<file path="src/fes_pkg.sv">
// package: register map, field layout and carriers for the erase/overlay block
package fes_pkg;

  localparam int ADDR_W = 24;
  localparam int DATA_W = 8;

  // control register window, reachable only while the window enable is set
  localparam logic [23:0] FES_ADDR_WIN_LO = 24'hffffa8;
  localparam logic [23:0] FES_ADDR_WIN_HI = 24'hffffac;
  localparam logic [23:0] FES_ADDR_STATUS = 24'hffffa9;
  localparam logic [23:0] FES_ADDR_SEL_LO = 24'hffffaa;
  localparam logic [23:0] FES_ADDR_SEL_HI = 24'hffffab;
  // overlay control sits outside the window and is always reachable
  localparam logic [23:0] FES_ADDR_OVL = 24'hfffedb;

  // field positions
  localparam int FES_STATUS_ERR_BIT = 7;
  localparam int FES_OVL_EN_BIT = 3;
  localparam int FES_OVL_AREA_LSB = 0;
  localparam int FES_OVL_AREA_W = 3;
  localparam int FES_OVL_W = 5;
  localparam int FES_SEL_LO_W = 8;
  localparam int FES_SEL_HI_W = 4;
  localparam int FES_BLOCKS = 12;

  // reset values
  localparam logic [7:0] FES_SEL_LO_RST = 8'h00;
  localparam logic [3:0] FES_SEL_HI_RST = 4'h0;
  localparam logic [4:0] FES_OVL_RST = 5'h00;

  // flash block geometry
  localparam logic [23:0] FES_SMALL_BLK = 24'h001000;
  localparam logic [23:0] FES_MID_BASE = 24'h008000;
  localparam logic [23:0] FES_MID_LAST = 24'h00ffff;
  localparam logic [23:0] FES_BIG_BASE = 24'h010000;
  localparam logic [23:0] FES_BIG_BLK = 24'h010000;
  localparam int FES_SMALL_COUNT = 8;
  localparam int FES_MID_INDEX = 8;

  // ram window that stands in for the overlaid block
  localparam logic [23:0] FES_RAM_OVL_BASE = 24'hffd000;

  typedef struct packed {
    logic rd;
    logic wr;
    logic [23:0] addr;
    logic [7:0] wdata;
  } fes_bus_req_s;

  typedef struct packed {
    logic redirect;
    logic [23:0] ram_addr;
    logic erase_any;
    logic [23:0] erase_start;
    logic [23:0] erase_last;
  } fes_map_s;

  typedef struct packed {
    logic err;
    logic [7:0] sel_lo;
    logic [3:0] sel_hi;
    logic [4:0] ovl;
    logic [7:0] rdata;
    logic rvalid;
    logic [11:0] erase_mask;
    logic [23:0] erase_start;
    logic [23:0] erase_last;
    logic erase_valid;
    logic redirect;
    logic [23:0] ram_addr;
    logic protect;
  } fes_state_s;

  localparam fes_state_s FES_STATE_RST = '0;

  function automatic logic [3:0] fes_ones(input logic [11:0] v);
    logic [3:0] n;
    n = 4'h0;
    for (int i = 0; i < FES_BLOCKS; i++) begin
      n = n + {3'h0, v[i]};
    end
    return n;
  endfunction

endpackage

</file>
<file path="src/fes_map.sv">
// address mapping: overlay redirect and erase range of the selected block
`timescale 1ns/100ps
module fes_map
  import fes_pkg::*;
(
  // cpu read
  input wire logic rd,
  input wire logic [23:0] addr,
  // settings
  input wire logic [4:0] ovl,
  input wire logic [11:0] sel,
  // result
  output fes_pkg::fes_map_s map
);

  // first address of block idx; 0..7 small, 8 mid, 9..11 big
  function automatic logic [23:0] blk_base(input logic [3:0] idx);
    logic [23:0] b;
    b = 24'h000000;
    if (idx < 4'(FES_SMALL_COUNT)) begin
      b = FES_SMALL_BLK * {20'h00000, idx};
    end else if (idx == 4'(FES_MID_INDEX)) begin
      b = FES_MID_BASE;
    end else begin
      b = FES_BIG_BASE + FES_BIG_BLK * {20'h00000, idx - 4'h9};
    end
    return b;
  endfunction

  logic [3:0] idx;
  logic [23:0] ovl_base;
  logic [2:0] area;

  always_comb begin
    area = ovl[FES_OVL_AREA_LSB +: FES_OVL_AREA_W];
    ovl_base = blk_base({1'b0, area});
    map.redirect = rd && ovl[FES_OVL_EN_BIT] &&
      (addr[23:12] == ovl_base[23:12]);
    map.ram_addr = FES_RAM_OVL_BASE | {12'h000, addr[11:0]};
    idx = 4'h0;
    for (int i = 0; i < FES_BLOCKS; i++) begin
      if (sel[i]) begin
        idx = 4'(i);
      end
    end
    map.erase_any = |sel;
    map.erase_start = blk_base(idx);
    if (idx < 4'(FES_SMALL_COUNT)) begin
      map.erase_last = map.erase_start + FES_SMALL_BLK - 24'h000001;
    end else if (idx == 4'(FES_MID_INDEX)) begin
      map.erase_last = FES_MID_LAST;
    end else begin
      map.erase_last = map.erase_start + FES_BIG_BLK - 24'h000001;
    end
  end

endmodule

</file>
<file path="src/fes_top.sv">
// flash error status, erase block select and ram overlay control
`timescale 1ns/100ps
module fes_top
  import fes_pkg::*;
(
  // clock and reset
  input wire logic clk_sys,
  input wire logic reset_n,
  // cpu register and flash read port
  input fes_pkg::fes_bus_req_s bus_req,
  output logic [7:0] bus_rdata,
  output logic bus_rvalid,
  // from the mode control register and flash sequencer
  input wire logic software_write_enable,
  input wire logic flash_reg_window_enable,
  input wire logic prog_erase_fail,
  // erase target towards the sequencer
  output logic [11:0] erase_block_mask,
  output logic [23:0] erase_start_addr,
  output logic [23:0] erase_last_addr,
  output logic erase_valid,
  // protection and error state
  output logic flash_error_flag,
  output logic program_erase_protect,
  // overlay redirect towards the memory decoder
  output logic ram_redirect,
  output logic [23:0] ram_redirect_addr
);
  import fes_pkg::*;

  fes_state_s q;
  fes_state_s d;
  fes_map_s map;

  logic in_window;
  logic win_ok;
  logic wr_sel_lo;
  logic wr_sel_hi;
  logic wr_ovl;
  logic [7:0] lo_n;
  logic [3:0] hi_n;
  logic [11:0] sel_n;

  // mapping uses the registered settings, so an overlay write
  // only takes effect for accesses one cycle later
  fes_map u_map (
    .rd(bus_req.rd),
    .addr(bus_req.addr),
    .ovl(q.ovl),
    .sel({q.sel_hi, q.sel_lo}),
    .map(map)
  );

  // read value of one register address; unmapped reads as zero
  function automatic logic [7:0] reg_read(
    input fes_state_s s,
    input logic [23:0] a,
    input logic win
  );
    logic [7:0] r;
    r = 8'h00;
    if (a == FES_ADDR_OVL) begin
      r = {3'h0, s.ovl};
    end else if (win && a == FES_ADDR_STATUS) begin
      r = {s.err, 7'h00};
    end else if (win && a == FES_ADDR_SEL_LO) begin
      r = s.sel_lo;
    end else if (win && a == FES_ADDR_SEL_HI) begin
      r = {4'h0, s.sel_hi};
    end
    return r;
  endfunction

  always_comb begin
    d = q;

    // register window decode
    in_window = (bus_req.addr >= FES_ADDR_WIN_LO) &&
      (bus_req.addr <= FES_ADDR_WIN_HI);
    win_ok = in_window && flash_reg_window_enable;

    wr_sel_lo = bus_req.wr && win_ok &&
      (bus_req.addr == FES_ADDR_SEL_LO);
    wr_sel_hi = bus_req.wr && win_ok &&
      (bus_req.addr == FES_ADDR_SEL_HI);
    wr_ovl = bus_req.wr && (bus_req.addr == FES_ADDR_OVL);

    // read answer one cycle after the strobe
    d.rvalid = bus_req.rd;
    d.rdata = 8'h00;
    if (bus_req.rd) begin
      d.rdata = reg_read(q, bus_req.addr, flash_reg_window_enable);
    end

    // error flag is sticky; only reset clears it
    if (prog_erase_fail) begin
      d.err = 1'b1;
    end

    // writes to the status address fall through untouched

    // erase select update
    lo_n = q.sel_lo;
    hi_n = q.sel_hi;
    if (wr_sel_lo) begin
      lo_n = bus_req.wdata;
    end
    if (wr_sel_hi) begin
      hi_n = bus_req.wdata[FES_SEL_HI_W-1:0];
    end
    if (!software_write_enable) begin
      lo_n = FES_SEL_LO_RST;
      hi_n = FES_SEL_HI_RST;
    end
    sel_n = {hi_n, lo_n};
    if (fes_ones(sel_n) > 4'h1) begin
      lo_n = FES_SEL_LO_RST;
      hi_n = FES_SEL_HI_RST;
    end
    d.sel_lo = lo_n;
    d.sel_hi = hi_n;

    // overlay control; bits 7..5 are not stored and read zero
    if (wr_ovl) begin
      d.ovl = bus_req.wdata[FES_OVL_W-1:0];
    end

    // protection: error or active overlay withholds erase_valid; reads and redirect go on
    d.protect = d.err || d.ovl[FES_OVL_EN_BIT];

    // erase target; mask and range stay driven, only erase_valid is suppressed while protected
    d.erase_mask = {q.sel_hi, q.sel_lo};
    d.erase_start = map.erase_start;
    d.erase_last = map.erase_last;
    d.erase_valid = map.erase_any && !q.protect &&
      software_write_enable;

    // overlay redirect of flash reads
    d.redirect = map.redirect;
    d.ram_addr = map.redirect ? map.ram_addr : 24'h000000;
  end

  always_ff @(posedge clk_sys) begin
    if (!reset_n) begin
      q <= FES_STATE_RST;
    end else begin
      q <= d;
    end
  end

  // every output straight from the state register
  assign bus_rdata = q.rdata;
  assign bus_rvalid = q.rvalid;
  assign erase_block_mask = q.erase_mask;
  assign erase_start_addr = q.erase_start;
  assign erase_last_addr = q.erase_last;
  assign erase_valid = q.erase_valid;
  assign flash_error_flag = q.err;
  assign program_erase_protect = q.protect;
  assign ram_redirect = q.redirect;
  assign ram_redirect_addr = q.ram_addr;

endmodule

</file>
<file path="config.mk">
export PLATFORM = sky130hd
export DESIGN_NAME = fes_top
export DESIGN_NICKNAME = d
export VERILOG_FILES = /design/src/fes_pkg.sv /design/src/fes_map.sv /design/src/fes_top.sv
export SDC_FILE = /design/constraint.sdc
export NUM_CORES = 1
export LEC_CHECK = 0
export BUFFER_PORTS_ARGS = -buffer_cell sky130_fd_sc_hd__buf_2
export CAP_MARGIN = 10
export CORE_MARGIN = 1.5
export CORE_UTILIZATION = 50
export DETAILED_ROUTE_END_ITERATION = 10
export PLACE_DENSITY_LB_ADDON = 0.15
export SYNTH_ARGS = -nofsm -noshare
export SYNTH_HDL_FRONTEND = slang
export SYNTH_SLANG_ARGS = --single-unit
</file>
<file path="constraint.sdc">
create_clock -name clk_sys -period 13 [get_ports clk_sys]
set_input_delay 0.65 -clock clk_sys [delete_from_list [all_inputs] [get_ports clk_sys]]
set_output_delay 0.65 -clock clk_sys [all_outputs]
set_load 0.02 [all_outputs]
</file>
==> metrics.txt, run 1 <==
status complete, no violations; VDD IR-drop max 53.1 µV; cell area after layout 0.00383 mm²; Fmax achieved 0.196 GHz; RSZ-0062 raised after global routing no; CP required 13.26 ns; Slew HR 0.611; Yosys warnings 0; clock buffer depth 2; TritonCTS buffer count 9; Seq pwr share 0.547; ys flop type dfxtp_1; clock slew at reported path FFs 0.07 ns; Pwr Density 108 mW/mm²; startpoint class of the critical path input pin; full die area 0.00768 mm²; CTS tree built; Hold Fails Final Rpt 0; Worst-Margin Slew 0.582 ns; postcts setup bufs 0; Area Growth Syn to Fin 6.95%; Synth async-reset ratio 0; Yosys cell types 43; first-pass GRT wire length 10,500 µm; Post-CTS Hold Buffers 0; worst-path fanout max 12; Antenna Cells 0; GP Congestion 0.898; CTS sink cnt 73; Die Span Y 87.6 µm; Gate power share 0.070; Post-Syn Area 0.00358 mm²; pin count of the biggest net entering global routing 29; gr ovfl total 0; clock group share of total power 0.383; nets@finish 459; via count of the first global-routing pass 2,145; Fin Hold WS 0.496 ns; final period utilization 0.392; Net Sw Power 0.105 mW; share of cells above drive strength 1 0.351; routed wire length 6710 µm; remaining antenna violation count after routing 0; Setup Skew 0.00941 ns; CORE AREA 0.00687 mm²; fin. max-slew vios 0; H-Tree Depth 3; Switching Share 0.254; Port Buffers 117; min-delay worst type reg -> reg; Pre-antenna DRT Iters 4; leakage 1.95 nW; Setup WS pre-CTS 7.53 ns; synthesized area per cell 10.0 µm²; EDFF count, synth 0; Residual DRC 0; Worst R2R Setup Slack 8.82 ns; Yosys reg bits 73; vias per inst 4.54; Root Buffer clkbuf_8; MaxCap Viol Count 0; fillers 665; Die Width 87.6 µm; Cell Rows 30; placed wire-length estimate 5260 µm; initial antenna violation count 0; Worst-Skew Late Latency 0.34 ns; Tot GR Track Use 0.183; post-synthesis sequential area ratio 0.408; DRT iter0 DRCs 84; drt wl/cell 13.2 µm; CTS resizes 0; Synth Instances 357; Final Critical Period 5.10 ns; WS Path Type in -> reg; final setup margin 7.90 ns; Post-Route Setup TNS 0 ns; WP data arrival 5.36 ns; Int Pwr 0.308 mW; Via Count 2,311; # IOs 136; Setup crit end kind register; DP Area 0.00365 mm²; Final Setup Violations 0; Initial Utilization 0.521
-- sequential cells by signal, summed over array words and instances, names as in the netlist --
signal,flops
ram_redirect_addr,13
d,12
erase_block_mask,12
erase_last_addr,11
bus_rdata,8
erase_start_addr,8
q,5
bus_rvalid,1
erase_valid,1
flash_error_flag,1
program_erase_protect,1
-- cell families after synthesis --
| family | share of synthesized area |
|---|---|
| buffers and inverters | 0.211 |
| other | 0.00105 |
| AND/OR/NAND/NOR | 0.228 |
| AO/OA/AOI/OAI | 0.0517 |
| XOR/XNOR | 0.00734 |
| adder cells (fa/ha/maj) | 0.0566 |
| multiplexers | 0.0363 |
| flip-flops | 0.408 |
-- stage by stage --
stage | power (mW) | utilization | instances
floorplan | 0.254 | - | 379
global placement | 0.260 | 0.532 | 493
detailed placement | 0.260 | 0.532 | 493
CTS | 0.416 | 0.558 | 509
global route | 0.429 | 0.558 | 509
finish | 0.413 | 0.558 | 509
-- per-layer routing --
layer | track usage | up-vias | wire [µm]
li1 | - | 1164 | -
met1 | 0.241 | 1058 | 3130
met2 | 0.292 | 82 | 3080
met3 | 0.0490 | 7 | 413
met4 | 0.0606 | 0 | 91
met5 | 0 | - | 0
-- layout by cell type, fill, tap and decap left out, types with 8 or more instances in the layout --
master,instances
nor2b_1,8
clkbuf_8,10
conb_1,23
mux2i_1,13
inv_1,10
and3_1,8
nand2b_1,8
dfxtp_1,73
nor2_1,24
buf_2,117
nand2_1,15
and2_1,27
-- cells in the mapped netlist, drive strengths merged, types with 2 or more instances --
cell type	n	area, µm²
a21boi	7	52.6
a21oi	3	15.0
a221o	4	40.0
and2	27	169
and3	8	50.1
buf	92	691
clkbuf	7	27.5
dfxtp	73	1460
fa	7	140
ha	5	62.6
inv	10	37.5
mux2i	13	130
nand2	15	56.3
nand2b	8	50.1
nand3	7	47.6
nand4	7	95.1
nand4b	2	32.5
nor2	24	90.1
nor2b	8	50.1
nor3	3	15.0
nor4	7	88.8
nor4b	2	32.5
o21a	2	15.0
o21bai	2	15.0
or2	2	12.5
xnor2	3	26.3
-- power by group through the flow --
stage               sequential (mW)  combinational (mW)  clock (mW)
detailed placement            0.231              0.0287           0
floorplan                     0.232              0.0226           0
CTS                           0.226              0.0288       0.161
finish                        0.226              0.0288       0.158
global route                  0.226              0.0313       0.171
global placement              0.231              0.0286           0
-- critical path, stage by stage --
cell     delay (ns)
buf_2          0.12
nand4_4        0.15
nor4_4         0.52
nand3_4        0.22
mux2i_1        0.26
nor2b_1        0.10
fa_1           0.55
inv_1          0.06
fa_1           0.51
fa_1           0.43
fa_1           0.50
inv_1          0.04
ha_1           0.20
fa_1           0.43
nor3_1         0.17
nand2_1        0.26
nor2_1         0.18
-- worst paths after layout --
path / startpoint / endpoint / cells past startpoint
hold / removal: program_erase_protect / erase_valid / 1
hold reg to reg: program_erase_protect / erase_valid / 1
setup reg to reg: d[82] / d[86] / 12
setup / recovery: bus_req[21] / d[86] / 17
-- layout make-up --
class	count	area (µm²)	share of cell area
Clock inverter	6	41.3	0.0108
Sequential cell	73	1460	0.381
Inverter	10	37.5	0.00980
Timing Repair Buffer	117	586	0.153
Tap cell	96	120	0.0314
Multi-Input combinational cell	197	1450	0.378
Clock buffer	10	138	0.0359
Power figures use the tool's default switching activity.
==> run 2: changes to the inputs <==
--- a/config.mk
+++ b/config.mk
@@ -8,7 +8,7 @@
 export BUFFER_PORTS_ARGS = -buffer_cell sky130_fd_sc_hd__buf_2
 export CAP_MARGIN = 10
 export CORE_MARGIN = 1.5
-export CORE_UTILIZATION = 50
+export CORE_UTILIZATION = 49
 export DETAILED_ROUTE_END_ITERATION = 10
 export PLACE_DENSITY_LB_ADDON = 0.15
 export SYNTH_ARGS = -nofsm -noshare
==> constraint.sdc (replaced) <==
create_clock -name clk_sys -period 4.8 [get_ports clk_sys]
set_input_delay 0.24 -clock clk_sys [delete_from_list [all_inputs] [get_ports clk_sys]]
set_output_delay 0.24 -clock clk_sys [all_outputs]
set_load 0.02 [all_outputs]
==> run 2 against run 1 <==
Effect of this change: combinational power rose to 2.7 times the previous value; global-route usage fell by 0.18 points; register-to-register slack got worse by 8.2 ns; clock skew fell by 0.0026 ns; via count rose by 1.7%; non-clock buffer count rose by 5; largest cell class unchanged; largest power group unchanged.
==> metrics.txt, run 2 (same netlist as run 1, synthesis figures left out) <==
routed wire length 6800 µm; Hold Fails Final Rpt 0; via count of the first global-routing pass 2,158; gr ovfl total 0; share of cells above drive strength 1 0.361; # IOs 136; postcts setup bufs 0; final period utilization 0.935; drt wl/cell 13.2 µm; startpoint class of the critical path input pin; status complete, no violations; clock buffer depth 2; Final Setup Violations 0; Area Growth Syn to Fin 9.40%; Tot GR Track Use 0.181; fin. max-slew vios 0; Residual DRC 0; Port Buffers 117; Antenna Cells 0; Slew HR 0.524; Post-Route Setup TNS 0 ns; Die Width 88.5 µm; Fmax achieved 0.223 GHz; CTS sink cnt 73; GR Util met1 0.243; cell area after layout 0.00392 mm²; clock slew at reported path FFs 0.08 ns; Worst R2R Setup Slack 0.64 ns; RSZ-0062 raised after global routing no; placed wire-length estimate 5410 µm; TritonCTS buffer count 9; vias per inst 4.57; min-delay worst type in -> reg; Via Count 2,351; MaxCap Viol Count 0; busiest grt layer met2; Die Span Y 88.5 µm; max reg flops 13; WS Path Type in -> reg; VDD IR-drop max 177 µV; nets@finish 464; most common cell after layout, fill and taps aside buf_2; Root Buffer clkbuf_8; WP data arrival 4.77 ns; remaining antenna violation count after routing 0; GP Congestion 0.826; CP required 5.08 ns; full die area 0.00783 mm²; most frequent cells in the layout buf_2, dfxtp_1, and2_1; pin count of the biggest net entering global routing 29; first-pass GRT wire length 10,700 µm; CORE AREA 0.00694 mm²; H-Tree Depth 3; DRT iter0 DRCs 91; Worst-Skew Late Latency 0.35 ns; Setup Skew 0.00682 ns; Setup crit end kind register; CTS tree built; Final Critical Period 4.49 ns; DP Area 0.00369 mm²; Initial Utilization 0.516; Pwr Density 314 mW/mm²; met3 Resource Use GR 0.0438; leakage 2.00 nW; Cell Rows 30; Worst-Margin Slew 0.707 ns; worst-path fanout max 12; GR Util met2 0.281; Pre-antenna DRT Iters 5; initial antenna violation count 0
==> run 2: cell count changes in the layout (fill, tap and decap cells not counted) <==
| cell | previous run | this run |
|---|---|---|
| nand2_2 | 0 | 1 |
| bufinv_16 | 0 | 2 |
| clkinvlp_4 | 3 | 0 |
| nand2_1 | 15 | 14 |
| inv_8 | 0 | 1 |
| clkinv_4 | 0 | 2 |
| clkinv_2 | 2 | 1 |
| clkbuf_8 | 10 | 9 |
| buf_4 | 0 | 5 |
==> run 2: power breakdown <==
| group | leakage [nW] | internal, mW | total, mW | switching, mW |
|---|---|---|---|---|
| clock | 0.116 | 0.299 | 0.538 | 0.239 |
| combinational | 1.30 | 0.0253 | 0.0791 | 0.0538 |
| sequential | 0.591 | 0.609 | 0.612 | 0.00245 |
| total | 2.00 | 0.933 | 1.23 | 0.295 |
==> run 2: metal layers <==
layer	routed length (µm)	up-vias	part of all wire
li1	-	1176	-
met1	3130	1066	0.46
met2	3120	97	0.46
met3	405	12	0.060
met4	137	0	0.020
met5	0	-	0
==> run 2: worst max-delay path, stage by stage <==
cell and delay, ns:
buf_2 0.10, nand4b_4 0.20, nor4_4 0.22, buf_4 0.19, nand3_4 0.16, mux2i_1 0.26, nor2b_1 0.10, fa_1 0.52
inv_1 0.06, fa_1 0.51, fa_1 0.42, fa_1 0.50, inv_1 0.05, ha_1 0.20, fa_1 0.44, nor3_1 0.26
nand2_2 0.20, nor2_1 0.13
==> run 2: per-stage QoR <==
step / instances / setup slack [ns] / util / hold WS, ns / power (mW)
6_report: 514 / 0.310 / 0.564 / 0.115 / 1.23
5_1_grt: 514 / 0.00844 / 0.564 / 0.0984 / 1.27
4_1_cts: 514 / 0.262 / 0.564 / 0.107 / 1.24
3_5_place_dp: 498 / -0.0821 / 0.531 / 0.471 / 0.705
3_3_place_gp: 498 / 0.0420 / 0.531 / 0.456 / 0.704
2_1_floorplan: 379 / 0.193 / - / 0.268 / 0.689
==> run 2: area by class of cell <==
class | count | area (µm²)
clock buffer | 9 | 124
clock inverter | 7 | 103
fill | 656 | 3030
inverter | 10 | 37.5
multi-input combinational | 197 | 1450
timing repair buffer | 122 | 623
tap | 96 | 120
sequential | 73 | 1460
==> run 2: final timing paths <==
| path | from | end | cells past startpoint |
|---|---|---|---|
| worst max-delay path | bus_req[10] | d[79] | 18 |
| worst min-delay path | bus_req[10] | ram_redirect_addr[2] | 2 |
| worst max register to register | d[82] | d[79] | 12 |
| worst min register to register | q[100] | q[100] | 2 |
==> run 2: repair_timing <==
action	4_1_cts	5_1_grt
hold endpoints to repair	0	0
hold buffers	0	0
resized for setup	0	1
endpoints found under the setup margin	0	2
